==> config.mk <==
export PLATFORM = sky130hd
export DESIGN_NAME = rail_strobe_assignment
export DESIGN_NICKNAME = d
export VERILOG_FILES = /design/src/inc/rail_seq_pkg.sv /design/src/rtl/rail_step_match.sv /design/src/rtl/step_delay_timer.sv /design/src/rtl/rail_strobe_assignment.sv
export SDC_FILE = /design/constraint.sdc
export NUM_CORES = 1
export LEC_CHECK = 0
export ABC_AREA = 1
export CORE_MARGIN = 1.5
export CORE_UTILIZATION = 65
export DETAILED_ROUTE_END_ITERATION = 10
export DONT_BUFFER_PORTS = 1
export PLACE_DENSITY = 0.82
export SETUP_SLACK_MARGIN = 0.1
export SLEW_MARGIN = 25
export SYNTH_ARGS = -nofsm -noshare
export SYNTH_HDL_FRONTEND = slang
export SYNTH_SLANG_ARGS = --single-unit
==> constraint.sdc <==
create_clock -name i_ref_clk -period 4.8 [get_ports i_ref_clk]
set_input_delay 0.24 -clock i_ref_clk [delete_from_list [all_inputs] [get_ports i_ref_clk]]
set_output_delay 0.24 -clock i_ref_clk [all_outputs]
set_load 0.02 [all_outputs]
==> src/inc/rail_seq_pkg.sv <==
// Shared constants, types and step decoding for the rail strobe sequencer
`default_nettype none

package rail_seq_pkg;

    // ****************************************************************
    // Register subaddresses and reset values
    // ****************************************************************
    localparam logic [7:0] ADDR_BUCK12     = 8'h22;
    localparam logic [7:0] ADDR_BB_BUCK3   = 8'h23;
    localparam logic [7:0] ADDR_SLOT       = 8'h24;
    localparam logic [7:0] ADDR_LINEAR     = 8'h25;
    localparam logic [7:0] ADDR_GPO        = 8'h26;

    localparam logic [7:0] RST_BUCK12      = 8'h98;
    localparam logic [7:0] RST_BB_BUCK3    = 8'h75;
    localparam logic [7:0] RST_SLOT        = 8'h12;
    localparam logic [7:0] RST_LINEAR      = 8'h63;
    localparam logic [7:0] RST_GPO         = 8'h03;

    // ****************************************************************
    // Field positions
    // ****************************************************************
    localparam int         FIELD_LO_LSB    = 0;
    localparam int         FIELD_HI_LSB    = 4;
    localparam int         NUM_RAILS       = 7;
    localparam int         RAIL_BUCK1      = 0;
    localparam int         RAIL_BUCK2      = 1;
    localparam int         RAIL_BUCK3      = 2;
    localparam int         RAIL_BUCKBOOST  = 3;
    localparam int         RAIL_LINEAR     = 4;
    localparam int         RAIL_GPO1       = 5;
    localparam int         RAIL_GENERAL_OUTPUT_TWO       = 6;

    // ****************************************************************
    // Steps and timing
    // ****************************************************************
    localparam logic [3:0] STEP_FIRST      = 4'h1;
    localparam logic [3:0] STEP_LAST       = 4'hA;
    localparam logic [3:0] CODE_MIN        = 4'h3;
    localparam logic [3:0] CODE_MAX        = 4'hA;
    localparam int         DELAY_W         = 24;
    localparam int         CLK_MHZ         = 200;
    localparam int         SHORT_DELAY_MS  = 2;
    localparam int         LONG_DELAY_MS   = 5;
    localparam int         PD_DELAY_FACTOR = 10;
    localparam int         SHORT_DELAY_CYCLES =
        SHORT_DELAY_MS * 1000 * CLK_MHZ;
    localparam int         LONG_DELAY_CYCLES =
        LONG_DELAY_MS * 1000 * CLK_MHZ;

    typedef enum logic [2:0] {
        SEQ_OFF,
        SEQ_STROBE_UP,
        SEQ_WAIT_UP,
        SEQ_ON,
        SEQ_STROBE_DN,
        SEQ_WAIT_DN
    } seq_state_t;

    function automatic logic code_sequenced(input logic [3:0] code);
        return (code >= CODE_MIN) && (code <= CODE_MAX);
    endfunction : code_sequenced

    function automatic logic step_hit(input logic [3:0] code,
                                      input logic [3:0] step);
        return code_sequenced(code) && (code == step);
    endfunction : step_hit

endpackage : rail_seq_pkg

`default_nettype wire

==> src/rtl/rail_step_match.sv <==
// Per-rail decode of assignment codes against the current step
`timescale 1ns/1ps
`default_nettype none

module rail_step_match (
    input  wire logic [27:0] i_codes,
    input  wire logic [3:0]  i_step,
    output logic      [6:0]  o_hit,
    output logic      [6:0]  o_sequenced
);

    always_comb begin
        for (int i = 0; i < rail_seq_pkg::NUM_RAILS; i++) begin
            o_hit[i]       = rail_seq_pkg::step_hit(i_codes[4*i +: 4],
                                                    i_step);
            o_sequenced[i] =
                rail_seq_pkg::code_sequenced(i_codes[4*i +: 4]);
        end
    end

endmodule : rail_step_match

`default_nettype wire

==> src/rtl/step_delay_timer.sv <==
// Down counter that times the gap between two sequencer steps
`timescale 1ns/1ps
`default_nettype none

module step_delay_timer (
    input  wire logic        i_ref_clk,
    input  wire logic        i_reset,
    input  wire logic        i_load,
    input  wire logic [23:0] i_cycles,
    output logic             o_done
);

    typedef struct packed {
        logic [23:0] count;
    } timer_state_t;

    timer_state_t q;
    timer_state_t next_q;

    always_comb begin
        next_q = q;
        if (i_load) begin
            next_q.count = i_cycles;
        end else if (q.count != 24'h00_0000) begin
            next_q.count = q.count - 24'h00_0001;
        end
    end

    always_ff @(posedge i_ref_clk or posedge i_reset) begin
        if (i_reset) begin
            q <= '0;
        end else begin
            q <= next_q;
        end
    end

    // Last count of a running gap; a reload in the same cycle wins
    assign o_done = (q.count == 24'h00_0001) && !i_load;

endmodule : step_delay_timer

`default_nettype wire

==> src/rtl/rail_strobe_assignment.sv <==
// Rail step assignment registers and the ten-step rail sequencer
`timescale 1ns/1ps
`default_nettype none

// Operation
// - A field coded 3h to Ah enables its rail at the step of that number.
// - Codes 0h-2h and Bh-Fh keep the rail out of the sequencer's reach.
// - First buck field is bits 3-0 at 0x22, read-write, reset 8h.
// - Buck-boost field is bits 7-4 at 0x23, read-write, reset 7h.
// - Third buck field is bits 3-0 at 0x23, read-write, reset 5h.
// - Linear rail field is bits 3-0 at 0x25, read-write, reset 3h.
// - Second general output field is bits 7-4 at 0x26, reset 0h.
// - Register 0x23 is decoded and resets to 0x75.
// - At 0x24 bits 7-6, 3-2 read zero; 5-4 reset 1h, 1-0 reset 2h.
// - At 0x25 the writable upper nibble resets 6h, whole value 0x63.
// - Register 0x26 is decoded and resets to 0x03.
// - Gap after each step is 2 ms when its select bit is 0, else 5 ms.
// - The factor bit stretches every gap tenfold, in power-down only.
module rail_strobe_assignment #(
    parameter logic [23:0] SHORT_DELAY_CYCLES =
        24'(rail_seq_pkg::SHORT_DELAY_CYCLES),
    parameter logic [23:0] LONG_DELAY_CYCLES =
        24'(rail_seq_pkg::LONG_DELAY_CYCLES)
) (
    input  wire logic       i_ref_clk,
    input  wire logic       i_reset,
    input  wire logic [7:0] i_reg_addr,
    input  wire logic [7:0] i_reg_wdata,
    input  wire logic       i_reg_write,
    input  wire logic       i_reg_read,
    input  wire logic       i_unlocked,
    input  wire logic [8:0] i_step_delay_select,
    input  wire logic       i_power_down_delay_factor,
    input  wire logic       i_power_request,
    input  wire logic [6:0] i_direct_enable,
    output logic      [7:0] o_reg_rdata,
    output logic      [6:0] o_rail_enable,
    output logic      [3:0] o_seq_step,
    output logic            o_seq_busy
);

    // ****************************************************************
    // State
    // ****************************************************************
    typedef struct packed {
        rail_seq_pkg::seq_state_t fsm;
        logic [3:0]               step;
        logic [6:0]               rail;
        logic [7:0]               buck12;
        logic [7:0]               bb_buck3;
        logic [3:0]               slot;
        logic [7:0]               linear;
        logic [7:0]               gpo;
        logic [7:0]               rdata;
    } state_t;

    localparam state_t RESET_STATE = '{
        fsm:      rail_seq_pkg::SEQ_OFF,
        step:     rail_seq_pkg::STEP_FIRST,
        rail:     7'h00,
        buck12:   rail_seq_pkg::RST_BUCK12,
        bb_buck3: rail_seq_pkg::RST_BB_BUCK3,
        slot:     {rail_seq_pkg::RST_SLOT[5:4],
                   rail_seq_pkg::RST_SLOT[1:0]},
        linear:   rail_seq_pkg::RST_LINEAR,
        gpo:      rail_seq_pkg::RST_GPO,
        rdata:    8'h00
    };

    state_t      q;
    state_t      next_q;
    logic [27:0] codes;
    logic [6:0]  hit;
    logic [6:0]  sequenced;
    logic        t_load;
    logic [23:0] t_cycles;
    logic        t_done;

    // Gap k sits between step k and step k+1
    function automatic logic [23:0] gap_cycles(input logic [3:0] k,
                                               input logic [8:0] sel,
                                               input logic       down,
                                               input logic       fctr);
        logic [23:0] base;
        base = sel[4'(k - 4'h1)] ? LONG_DELAY_CYCLES
                                 : SHORT_DELAY_CYCLES;
        if (down && fctr) begin
            base = 24'(base * rail_seq_pkg::PD_DELAY_FACTOR);
        end
        return base;
    endfunction : gap_cycles

    // ****************************************************************
    // Step decode and gap timer
    // ****************************************************************
    assign codes = {q.gpo[7:4], q.gpo[3:0], q.linear[3:0],
                    q.bb_buck3[7:4], q.bb_buck3[3:0],
                    q.buck12[7:4], q.buck12[3:0]};

    rail_step_match u_match (
        .i_codes     (codes),
        .i_step      (q.step),
        .o_hit       (hit),
        .o_sequenced (sequenced)
    );

    step_delay_timer u_timer (
        .i_ref_clk (i_ref_clk),
        .i_reset   (i_reset),
        .i_load    (t_load),
        .i_cycles  (t_cycles),
        .o_done    (t_done)
    );

    // ****************************************************************
    // Next state
    // ****************************************************************
    always_comb begin
        next_q   = q;
        t_load   = 1'b0;
        t_cycles = 24'h00_0000;

        if (i_reg_write && i_unlocked) begin
            case (i_reg_addr)
                rail_seq_pkg::ADDR_BUCK12:   next_q.buck12 = i_reg_wdata;
                rail_seq_pkg::ADDR_BB_BUCK3: next_q.bb_buck3 = i_reg_wdata;
                rail_seq_pkg::ADDR_SLOT:     next_q.slot =
                    {i_reg_wdata[5:4], i_reg_wdata[1:0]};
                rail_seq_pkg::ADDR_LINEAR:   next_q.linear = i_reg_wdata;
                rail_seq_pkg::ADDR_GPO:      next_q.gpo = i_reg_wdata;
                default:                     next_q.rdata = q.rdata;
            endcase
        end

        if (i_reg_read) begin
            case (i_reg_addr)
                rail_seq_pkg::ADDR_BUCK12:   next_q.rdata = q.buck12;
                rail_seq_pkg::ADDR_BB_BUCK3: next_q.rdata = q.bb_buck3;
                rail_seq_pkg::ADDR_SLOT:     next_q.rdata =
                    {2'h0, q.slot[3:2], 2'h0, q.slot[1:0]};
                rail_seq_pkg::ADDR_LINEAR:   next_q.rdata = q.linear;
                rail_seq_pkg::ADDR_GPO:      next_q.rdata = q.gpo;
                default:                     next_q.rdata = 8'h00;
            endcase
        end

        unique case (q.fsm)
            rail_seq_pkg::SEQ_OFF: begin
                if (i_power_request) begin
                    next_q.step = rail_seq_pkg::STEP_FIRST;
                    next_q.fsm  = rail_seq_pkg::SEQ_STROBE_UP;
                end
            end
            rail_seq_pkg::SEQ_STROBE_UP: begin
                next_q.rail = q.rail | hit;
                if (q.step == rail_seq_pkg::STEP_LAST) begin
                    next_q.fsm = rail_seq_pkg::SEQ_ON;
                end else begin
                    t_load     = 1'b1;
                    t_cycles   = gap_cycles(q.step, i_step_delay_select,
                                            1'b0, 1'b0);
                    next_q.fsm = rail_seq_pkg::SEQ_WAIT_UP;
                end
            end
            rail_seq_pkg::SEQ_WAIT_UP: begin
                if (!i_power_request) begin
                    next_q.fsm = rail_seq_pkg::SEQ_STROBE_DN;
                end else if (t_done) begin
                    next_q.step = q.step + 4'h1;
                    next_q.fsm  = rail_seq_pkg::SEQ_STROBE_UP;
                end
            end
            rail_seq_pkg::SEQ_ON: begin
                if (!i_power_request) begin
                    next_q.step = rail_seq_pkg::STEP_LAST;
                    next_q.fsm  = rail_seq_pkg::SEQ_STROBE_DN;
                end
            end
            rail_seq_pkg::SEQ_STROBE_DN: begin
                next_q.rail = q.rail & ~hit;
                if (q.step == rail_seq_pkg::STEP_FIRST) begin
                    next_q.fsm = rail_seq_pkg::SEQ_OFF;
                end else begin
                    t_load     = 1'b1;
                    t_cycles   = gap_cycles(4'(q.step - 4'h1),
                                            i_step_delay_select, 1'b1,
                                            i_power_down_delay_factor);
                    next_q.fsm = rail_seq_pkg::SEQ_WAIT_DN;
                end
            end
            rail_seq_pkg::SEQ_WAIT_DN: begin
                if (i_power_request) begin
                    next_q.fsm = rail_seq_pkg::SEQ_STROBE_UP;
                end else if (t_done) begin
                    next_q.step = q.step - 4'h1;
                    next_q.fsm  = rail_seq_pkg::SEQ_STROBE_DN;
                end
            end
        endcase

        // Rails left out of the sequence follow their direct enable
        for (int i = 0; i < rail_seq_pkg::NUM_RAILS; i++) begin
            if (!sequenced[i]) begin
                next_q.rail[i] = i_direct_enable[i];
            end
        end
    end

    always_ff @(posedge i_ref_clk or posedge i_reset) begin
        if (i_reset) begin
            q <= RESET_STATE;
        end else begin
            q <= next_q;
        end
    end

    assign o_reg_rdata   = q.rdata;
    assign o_rail_enable = q.rail;
    assign o_seq_step    = q.step;
    assign o_seq_busy    = (q.fsm != rail_seq_pkg::SEQ_OFF) &&
                           (q.fsm != rail_seq_pkg::SEQ_ON);

    logic [23:0] base_up;
    logic [23:0] base_dn;
    assign base_up = i_step_delay_select[4'(q.step - 4'h1)] ?
                     LONG_DELAY_CYCLES : SHORT_DELAY_CYCLES;
    assign base_dn = i_step_delay_select[4'(q.step - 4'h2)] ?
                     LONG_DELAY_CYCLES : SHORT_DELAY_CYCLES;
endmodule : rail_strobe_assignment

`default_nettype wire

=== Word-level counts from Yosys, hierarchy flattened ===
Index checks and enable logic that the tools add are counted.

* Bits in registers: 82
* Bits in latches: 0
* RAM bits: 0
* Bits in read-only memories: 0
* Logic and storage cells: 143
* Memories kept: 0

* $add $sub $neg: 4
* Multiply operators: 1
* Div/mod/pow operators: 0
* $lt $le $gt $ge: 16
* Equal/unequal tests: 36
* Shift operators: 0
* Muxes and demuxes: 37
* Bitwise gates (word level): 3
* Reductions and logical operators: 30

{| class="wikitable"
|+ Operator list
! cell !! count
|-
| 24-bit two-way mux || 4
|-
| 20-bit two-way mux || 3
|-
| 24-bit case mux with 2 select lines || 1
|-
| 8-bit by 6-bit == test with 1-bit output, second input constant || 5
|-
| 8-bit case mux with 5 select lines || 1
|-
| 4-bit == test || 7
|-
| 4-bit by 2-bit >= comparator with 1-bit output, second input constant || 7
|-
| 4-bit less-or-equal comparator, second input constant || 7
|-
| 7-bit two-way mux || 4
|-
| 24-bit by 1-bit == test with 1-bit output, second input constant || 1
|-
| 24-bit nonzero test || 1
|-
| 24-bit by 1-bit subtractor with 24-bit output, second input constant || 1
|-
| 20-bit by 3-bit multiplier with 23-bit output, second input constant || 1
|-
| 3-bit by 1-bit != test with 1-bit output, second input constant || 7
|-
| 3-bit case mux with 6 select lines || 1
|-
| 1-bit logical AND || 17
|-
| 4-bit case mux with 4 select lines || 1
|-
| 7-bit case mux with 2 select lines || 1
|-
| 1-bit two-way mux || 12
|-
| 2-bit != test, second input constant || 6
|-
| 4-bit by 5-bit less-than comparator with 1-bit output, second input constant || 2
|-
| 2-bit AND reduction || 5
|-
| 3-bit two-way mux || 3
|-
| 1-bit binary-select mux with 4-bit select || 2
|-
| 22 further kinds || 27
|}

=== Logic depth before layout (Yosys ltp) ===
Gate-level depths: netlist of the first run.

* Depth after elaboration: 10
* Depth in mapped cells: 18
* Gate-level depth less buffers: 17

=== Modules after synthesis ===
Synthesis of the first run repeated with hierarchy kept, for this count alone.

* Cell total of the unflattened synthesis: 950
* Area total of the unflattened synthesis: 6,351.1 µm²

{| class="wikitable"
|+ By module, submodules not included
! module !! times used !! cells each !! area each (µm²) !! seq. area each (µm²)
|-
| rail_strobe_assignment || 1 || 511 || 3,838.7 || 1,472.7
|-
| step_delay_timer || 1 || 263 || 1,749.2 || 600.6
|-
| rail_step_match || 1 || 176 || 763.2 || 0.0
|}

=== Worst setup path after synthesis of the first run ===
No wires, ideal clock.

* Path type: register to register
* From: reg q (netlist bit o_seq_step[0])
* To: reg u_timer.q[19] in the netlist's numbering
* Setup time: 0.062 ns
* Arrival time: 2.412 ns
* Required time: 4.738 ns
* Setup slack: 2.325 ns
* Cell stages (with the launch flop): 17
* Period minus slack after synthesis: 2.475 ns
* Cell sequence: dfstp_2 -> buf_2 -> inv_2 -> ha_1 -> buf_2 -> nand2_1 -> nor2_1 -> nand2_1 -> nand2_1 -> nand2_1 -> nand2_1 -> inv_1 -> ha_1 -> or2_2 -> nand3_1 -> nand2_1 -> inv_1

* Longest elaborated chain between the ends: 10
* Elaborated cells on any way between the ends: 20

{| class="wikitable"
|+ Ends and longest elaborated chain
! element !! line !! text
|-
| from (decl) || rail_strobe_assignment.sv:70 || <nowiki>state_t q;</nowiki>
|-
| from (signal assigned) || rail_strobe_assignment.sv:213 || <nowiki>q <= next_q;</nowiki>
|-
| 4-bit by 1-bit subtractor with 4-bit output || -- ||
|-
| 4-bit by 1-bit subtractor with 4-bit output || rail_strobe_assignment.sv:85 || <nowiki>base = sel[4'(k - 4'h1)] ? LONG_DELAY_CYCLES</nowiki>
|-
| 1-bit binary-select mux with 4-bit select || rail_strobe_assignment.sv:85 ||
|-
| 1-bit two-way mux (not written as such) || rail_strobe_assignment.sv:85 ||
|-
| 20-bit two-way mux || rail_strobe_assignment.sv:85 ||
|-
| 20-bit by 3-bit multiplier with 23-bit output || rail_strobe_assignment.sv:88 || <nowiki>base = 24'(base * rail_seq_pkg::PD_DELAY_FACTOR);</nowiki>
|-
| 24-bit two-way mux || rail_strobe_assignment.sv:87 || <nowiki>if (down && fctr) begin</nowiki>
|-
| 24-bit two-way mux || rail_strobe_assignment.sv:181 || <nowiki>if (q.step == rail_seq_pkg::STEP_FIRST) begin</nowiki>
|-
| 24-bit case mux with 2 select lines || rail_strobe_assignment.sv:147 || <nowiki>unique case (q.fsm)</nowiki>
|-
| 24-bit two-way mux || step_delay_timer.sv:22 || <nowiki>if (i_load) begin</nowiki>
|-
| to (signal assigned) || step_delay_timer.sv:33 || <nowiki>q <= next_q;</nowiki>
|-
| to (decl) || step_delay_timer.sv:17 || <nowiki>timer_state_t q;</nowiki>
|}

Several ways; a longest one is shown, not always the timed one. The select of a mux whose other input is x is not followed.
A chain may end at the register's enable or synchronous reset.

=== Worst setup path in the final report of the first run ===
Same ends and word-level chain as after synthesis.

==> results of run 1 <==
-- synthesized netlist by cell type (all sizes together) (13+ instances only) --
master	number	area share, %
dfrtp	65	29
nor3	13	1.4
buf	34	4.0
o21ai	69	6.2
nor2	73	5.9
inv	87	5.8
nand3	88	8.1
ha	16	3.5
a21oi	24	2.1
dfstp	17	7.9
xor2	29	4.5
nand2	213	15
nand4	17	1.9
-- layout make-up --
class | count | area (µm²)
multi-input cells | 579 | 3020
fillers | 704 | 2550
flip-flops and latches | 82 | 2070
inverters | 87 | 330
clock buffers | 10 | 138
well taps | 105 | 131
clock inverters | 6 | 72.6
repair buffers | 2 | 17.5
diodes | 1 | 2.50
-- power groups by stage --
stage	Combinational, mW	Sequential [mW]	Clock (mW)
after global routing	1.70	1.10	0.569
after global placement	1.42	1.07	0
after detailed placement	1.47	1.08	0
after floorplan	1.33	0.947	0
after CTS	1.48	1.07	0.541
final	1.50	1.08	0.536
-- kinds of logic after synthesis --
group | share of synthesized area, %
adder cells (fa/ha/maj) | 3.54
buffers and inverters | 9.93
AND/OR/NAND/NOR | 33.3
flip-flops | 36.6
XOR/XNOR | 6.35
AO/OA/AOI/OAI | 10.2
-- final timing paths --
kind	to	from
max	u_timer.q[19]$_DFFE_PP0P_	o_seq_step[0]$_DFFE_PP1P_
max reg2reg	u_timer.q[19]$_DFFE_PP0P_	o_seq_step[0]$_DFFE_PP1P_
min reg2reg	q[26]$_DFFE_PP1P_	q[26]$_DFFE_PP1P_
max in group asynchronous	u_timer.q[17]$_DFFE_PP0P_	i_reset
min in group asynchronous	o_reg_rdata[5]$_DFFE_PP0P_	i_reset
min	u_timer.q[20]$_DFFE_PP0P_	i_power_down_delay_factor
-- through the flow --
step                      hold slack [ns]  cells  util (%)  cell area, µm²
final                              0.0209    872      69.4            5790
after global routing               0.0133    871      69.4            5790
after CTS                          0.0154    871      69.4            5790
after detailed placement            0.198    854      66.7            5570
after global placement              0.192    854      66.7            5570
after floorplan                     0.384    784         -            5660
-- registers in the layout, summed over array words and instances (netlist names), named ones only --
signal / flops
o_seq_step: 4
codes: 28
o_reg_rdata: 8
q: 11
u_timer.q: 24
-- timing repair --
action | in CTS | in global routing
endpoints found under the hold margin | 20 | 0
hold buffers | 1 | 0
gates resized for setup | 0 | 0
-- per-layer routing --
| layer | GRT usage (%) | vias up | wire length [µm] |
|---|---|---|---|
| met5 | 0 | - | 0 |
| met3 | 7.66 | 26 | 1400 |
| li1 | - | 2471 | - |
| met2 | 46.6 | 269 | 6250 |
| met1 | 48.8 | 2398 | 6530 |
| met4 | 10.5 | 0 | 277 |
==> results.md, run 1 <==
* Leak at ~2.8 nW
* Commonest non-fill, non-tap cell in the layout: nand2_1
* Root Driver: clkbuf_8
* Die Area at about 9300 µm²
* Status: complete, no violations
* First DRT Iteration DRCs at 422
* Cell family with most CP delay: simple AND/OR/NAND/NOR gates
* Final Setup Violations at 0
* HPWL Detailed at between 10000 and 15000 µm
* Final hold vios at 0
* Number of synthesized flops with an enable pin at 0
* Switch Pwr at about 1.5 mW
* Worst Setup Start Kind: register
* Setup Buffers After CTS at 0
* R2r worst-path depth at 14
* First-pass GRT wire length at ~23000 µm
* Int Pwr at between 1.5 and 2 mW
* # DRC at 0
* Main synth FF type: dfrtp_1
* Max IR drop VDD at 470 µV
* Number of vias per cell at a little under 6
* Place WS at around 1.8 ns
* Clk Latency, worst-skew pair at 0.36 ns
* Achievable clock frequency at 0.320 GHz
* H-tree level count at 3
* Sw Ratio at approximately half
* Slowest stage delay, CP at around 0.9 ns
* Worst EP required at a little over 5 ns
* Antenna viol nets, final at 0
* Rel. slew slack at 40.6%
* Clock-pin slew on the worst setup and hold paths at about 0.090 ns
* Type of the worst setup path: reg -> reg
* Clock group share of total power at 17.2%
* Cell area after synthesis at roughly 5700 µm²
* RSZ-0062 raised after global routing: no
* Least-Margin Pin Slew at just under 0.9 ns
* Register share of total power at about a third
* Period utilization at roughly 65%
* FF+latch count, synth at 82
* Io pins at between 50 and 60
* Post-synth ARST share at 100%
* Max cap viols at 0
* CTS tree: yes
* Placer congestion estimate at approximately 1.0
* Hold Path Depth at 2
* WL per Instance at approximately 17 µm
* Cell Rows at 33
* # nets final at 816
* CP dominant cell by count: nand2_1
* Gate count after technology mapping at roughly 800
* Buf/Inv on CP at 3
* Crit path max fanout at 21
* Pins Over Slew Limit at 0
* Slowest stage cell, crit path: dfstp_2
* Setup slack, reg-to-reg at between 1.5 and 2 ns
* Clk_skew at 0.00686 ns
* Chip width at a little under 100 µm
* Syn nets at 839
* Area delta synth->final at 2.30%
* Share of layout cells above drive strength 1 at roughly a tenth
* Vias in the first global route at roughly 4600
* DRT Wirelength at around 14000 µm
* CTS Sinks at 82
* Hold WC Path Type: in -> reg
* Sequential share of the synthesized area at a little over a third
* Most frequent cells in the layout: 206 x nand2_1, 84 x nand3_1, 80 x inv_1
* Grt total ovfl at 0
* Comb pwr share at between 40 and 50%
* Mapped Avg Cell Area at slightly above 7 µm²
* Synth warn at 0
* Die H at about 96 µm
* Largest net degree at the start of global routing at slightly above 50
* Cts bufs inserted at 9
* Starting Density at between 60% and 70%
* Crit. End Element: register
* Cell Chain, Critical Path: inv_2, ha_1, nand2_1, nor2_1, nand2_1, nand2_1, nand2_1, nand2_1, inv_1, ha_1, or2_2, nand3_1, nand2_1, inv_1
* Final min period at 3.12 ns
* Initial antenna violation count at 1
* Setup TNS at 0 ns
* P per Cell Area at 538 nW/µm²
* Total GRT Usage at roughly a third
* Design Power at slightly above 3 mW
* Core footprint at approximately 8300 µm²
* Post-synth cell types at 38
* Drt first pass iters at 5
* Vias at approximately 5200
* CP Data Arrival Time at 3.43 ns
* IO buf count at 0
* CTS Buffer Depth at 2
* Worst setup margin at approximately 1.7 ns
* WP depth at 14
Power figures use the tool's default switching activity.
==> run 2: changes to the inputs <==
--- a/config.mk
+++ b/config.mk
@@ -7,10 +7,10 @@
 export LEC_CHECK = 0
 export ABC_AREA = 1
 export CORE_MARGIN = 1.5
-export CORE_UTILIZATION = 65
+export CORE_UTILIZATION = 58
 export DETAILED_ROUTE_END_ITERATION = 10
 export DONT_BUFFER_PORTS = 1
-export PLACE_DENSITY = 0.82
+export PLACE_DENSITY = 0.77
 export SETUP_SLACK_MARGIN = 0.1
 export SLEW_MARGIN = 25
 export SYNTH_ARGS = -nofsm -noshare
==> constraint.sdc (replaced) <==
create_clock -name i_ref_clk -period 2.55 [get_ports i_ref_clk]
set_input_delay 0.1275 -clock i_ref_clk [delete_from_list [all_inputs] [get_ports i_ref_clk]]
set_output_delay 0.1275 -clock i_ref_clk [all_outputs]
set_load 0.02 [all_outputs]
==> results.md, run 2 (synthesis gave the netlist of run 1 again) <==
* H-tree level count at 3
* Final Instance Area at between 6000 and 7000 µm²
* Sw Ratio at roughly 48%
* Hold WC Path Type: in -> reg
* Least-Margin Pin Slew at 0.757 ns
* # nets final at 839
* Clk Latency, worst-skew pair at 0.36 ns
* Place WS at 0.157 ns
* Register share of total power at a little under a third
* Root Driver: clkbuf_8
* Fin util at about two thirds
* P per Cell Area at about 1000 nW/µm²
* Cell family with most CP delay: simple AND/OR/NAND/NOR gates
* Int Pwr at about 3.1 mW
* Max reg flops at 28
* Slowest stage delay, CP at between 0.5 and 0.6 ns
* Placer congestion estimate at 0.984
* Clock-pin slew on the worst setup and hold paths at about 0.09 ns
* Cts bufs inserted at 9
* Io pins at 59
* Achievable clock frequency at ~0.45 GHz
* HPWL Detailed at 10500 µm
* Leak at approximately 2.9 nW
* Design Power at 6.02 mW
* Worst EP required at 2.86 ns
* CP Data Arrival Time at 2.56 ns
* Max IR drop VDD at between 800 and 900 µV
* Switch Pwr at 2.88 mW
* Worst Setup Start Kind: register
* Starting Density at between 60% and 70%
* Setup slack, reg-to-reg at between 0.3 and 0.4 ns
* Setup TNS at 0 ns
* Rel. slew slack at between 40% and 50%
* Area delta synth->final at 6.86%
* Vias at about 5000
* Final min period at around 2.2 ns
* CTS Buffer Depth at 2
* CTS Sinks at between 80 and 90
* Clock group share of total power at between 10% and 20%
* Crit. End Element: register
* Type of the worst setup path: reg -> reg
* Final hold vios at 0
* Largest net degree at the start of global routing at 45
* Period utilization at approximately nine tenths
* CTS tree: yes
* Comb pwr share at 52.1%
* RR Endpoint: u_timer.q[19]$_DFFE_PP0P_
* Setup Buffers After CTS at 0
* First-pass GRT wire length at 23100 µm
* CP dominant cell by count: nand2_1
* Crit path max fanout at 8
* Cell Rows at 35
* Slowest stage cell, crit path: dfstp_2
* Total GRT Usage at around 29%
* Placed insts at 887
* Die Area at a little over 10000 µm²
* Pins Over Slew Limit at 0
* Commonest non-fill, non-tap cell in the layout: nand2_1
* Chip width at around 100 µm
* # DRC at 0
* Buf/Inv on CP at 4
* Most frequent cells in the layout: 205 x nand2_1, 84 x nand3_1, 81 x inv_1
* Reg-to-Reg Start: o_seq_step[0]$_DFFE_PP1P_
* Die H at 102 µm
* Core footprint at a little over 9000 µm²
* Antenna viol nets, final at 0
* Vias in the first global route at 4805
* Worst setup margin at 0.306 ns
* Initial antenna violation count at 0
* Grt total ovfl at 0
* Worst hold slack at 0.00789 ns
* Status: complete, no violations
* Hold Startpoint: i_direct_enable[1]
* IO buf count at 0
* Cell Chain, Critical Path: inv_2, ha_4, inv_1, nand3_1, nand2_1, nor2_1, nand2_1, nand2_1, nand2_1, nand2_2, inv_1, ha_1, or2_2, nand3_1, nand2_1, inv_1
* Area post-placement at ~5700 µm²
* DRT Wirelength at 14000 µm
* Max cap viols at 0
* Hold Path Depth at 3
* WL per Instance at 15.2 µm
* Share of layout cells above drive strength 1 at a little over a tenth
* Final Setup Violations at 0
* R2r worst-path depth at 16
* Drt first pass iters at 5
* Ant diodes at 0
* RSZ-0062 raised after global routing: no
* First DRT Iteration DRCs at about 320
* Clk_skew at slightly above 0.01 ns
* Number of vias per cell at 5.59
* Final Non-Filler Cells at a little over 900
==> run 2: how the worst max path moves through the flow <==
stage,startpoint,to,slack (ns),depth (start not counted)
global route,o_seq_step[0]$_DFFE_PP1P_,u_timer.q[19]$_DFFE_PP0P_,0.13,15
CTS,o_seq_step[0]$_DFFE_PP1P_,u_timer.q[19]$_DFFE_PP0P_,0.14,16
finish,o_seq_step[0]$_DFFE_PP1P_,u_timer.q[19]$_DFFE_PP0P_,0.31,16
detailed placement,o_seq_step[0]$_DFFE_PP1P_,u_timer.q[19]$_DFFE_PP0P_,0.16,16
global placement,o_seq_step[0]$_DFFE_PP1P_,u_timer.q[19]$_DFFE_PP0P_,0.21,16
floorplan,o_seq_step[0]$_DFFE_PP1P_,u_timer.q[19]$_DFFE_PP0P_,0.12,18
==> run 2: worst min-delay path: stages <==
cell,delay (ns)
or2_2,0.08
nand3_1,0.06
o21ai_0,0.06
==> run 2: repair_timing <==
action / in CTS / in global routing
resized for setup: 0 / 5
endpoints found under the hold margin: 51 / 0
hold buffers: 15 / 0
endpoints found under the setup margin: 0 / 4
==> run 2: layout make-up <==
type / instances / area [µm²]
Clock buffer: 10 / 138
Clock inverter: 6 / 73.8
Tap cell: 129 / 161
Fill cell: 842 / 3280
Inverter: 87 / 330
Sequential cell: 82 / 2070
Multi-Input combinational cell: 579 / 3040
Timing Repair Buffer: 25 / 229
==> run 2: per-layer routing <==
layer  GRT usage, %  routed length, µm
met5              0                  0
met3           6.63               1160
met1           41.6               6480
met2           43.1               6110
met4           7.80                214
==> run 2: power groups by stage <==
stage,Combinational [mW],Sequential (mW),Clock (mW)
5_1_grt,3.56,1.89,1.08
4_1_cts,3.05,1.86,1.03
6_report,3.14,1.86,1.02
3_5_place_dp,3.01,1.88,0
2_1_floorplan,2.50,1.78,0
3_3_place_gp,2.95,1.87,0
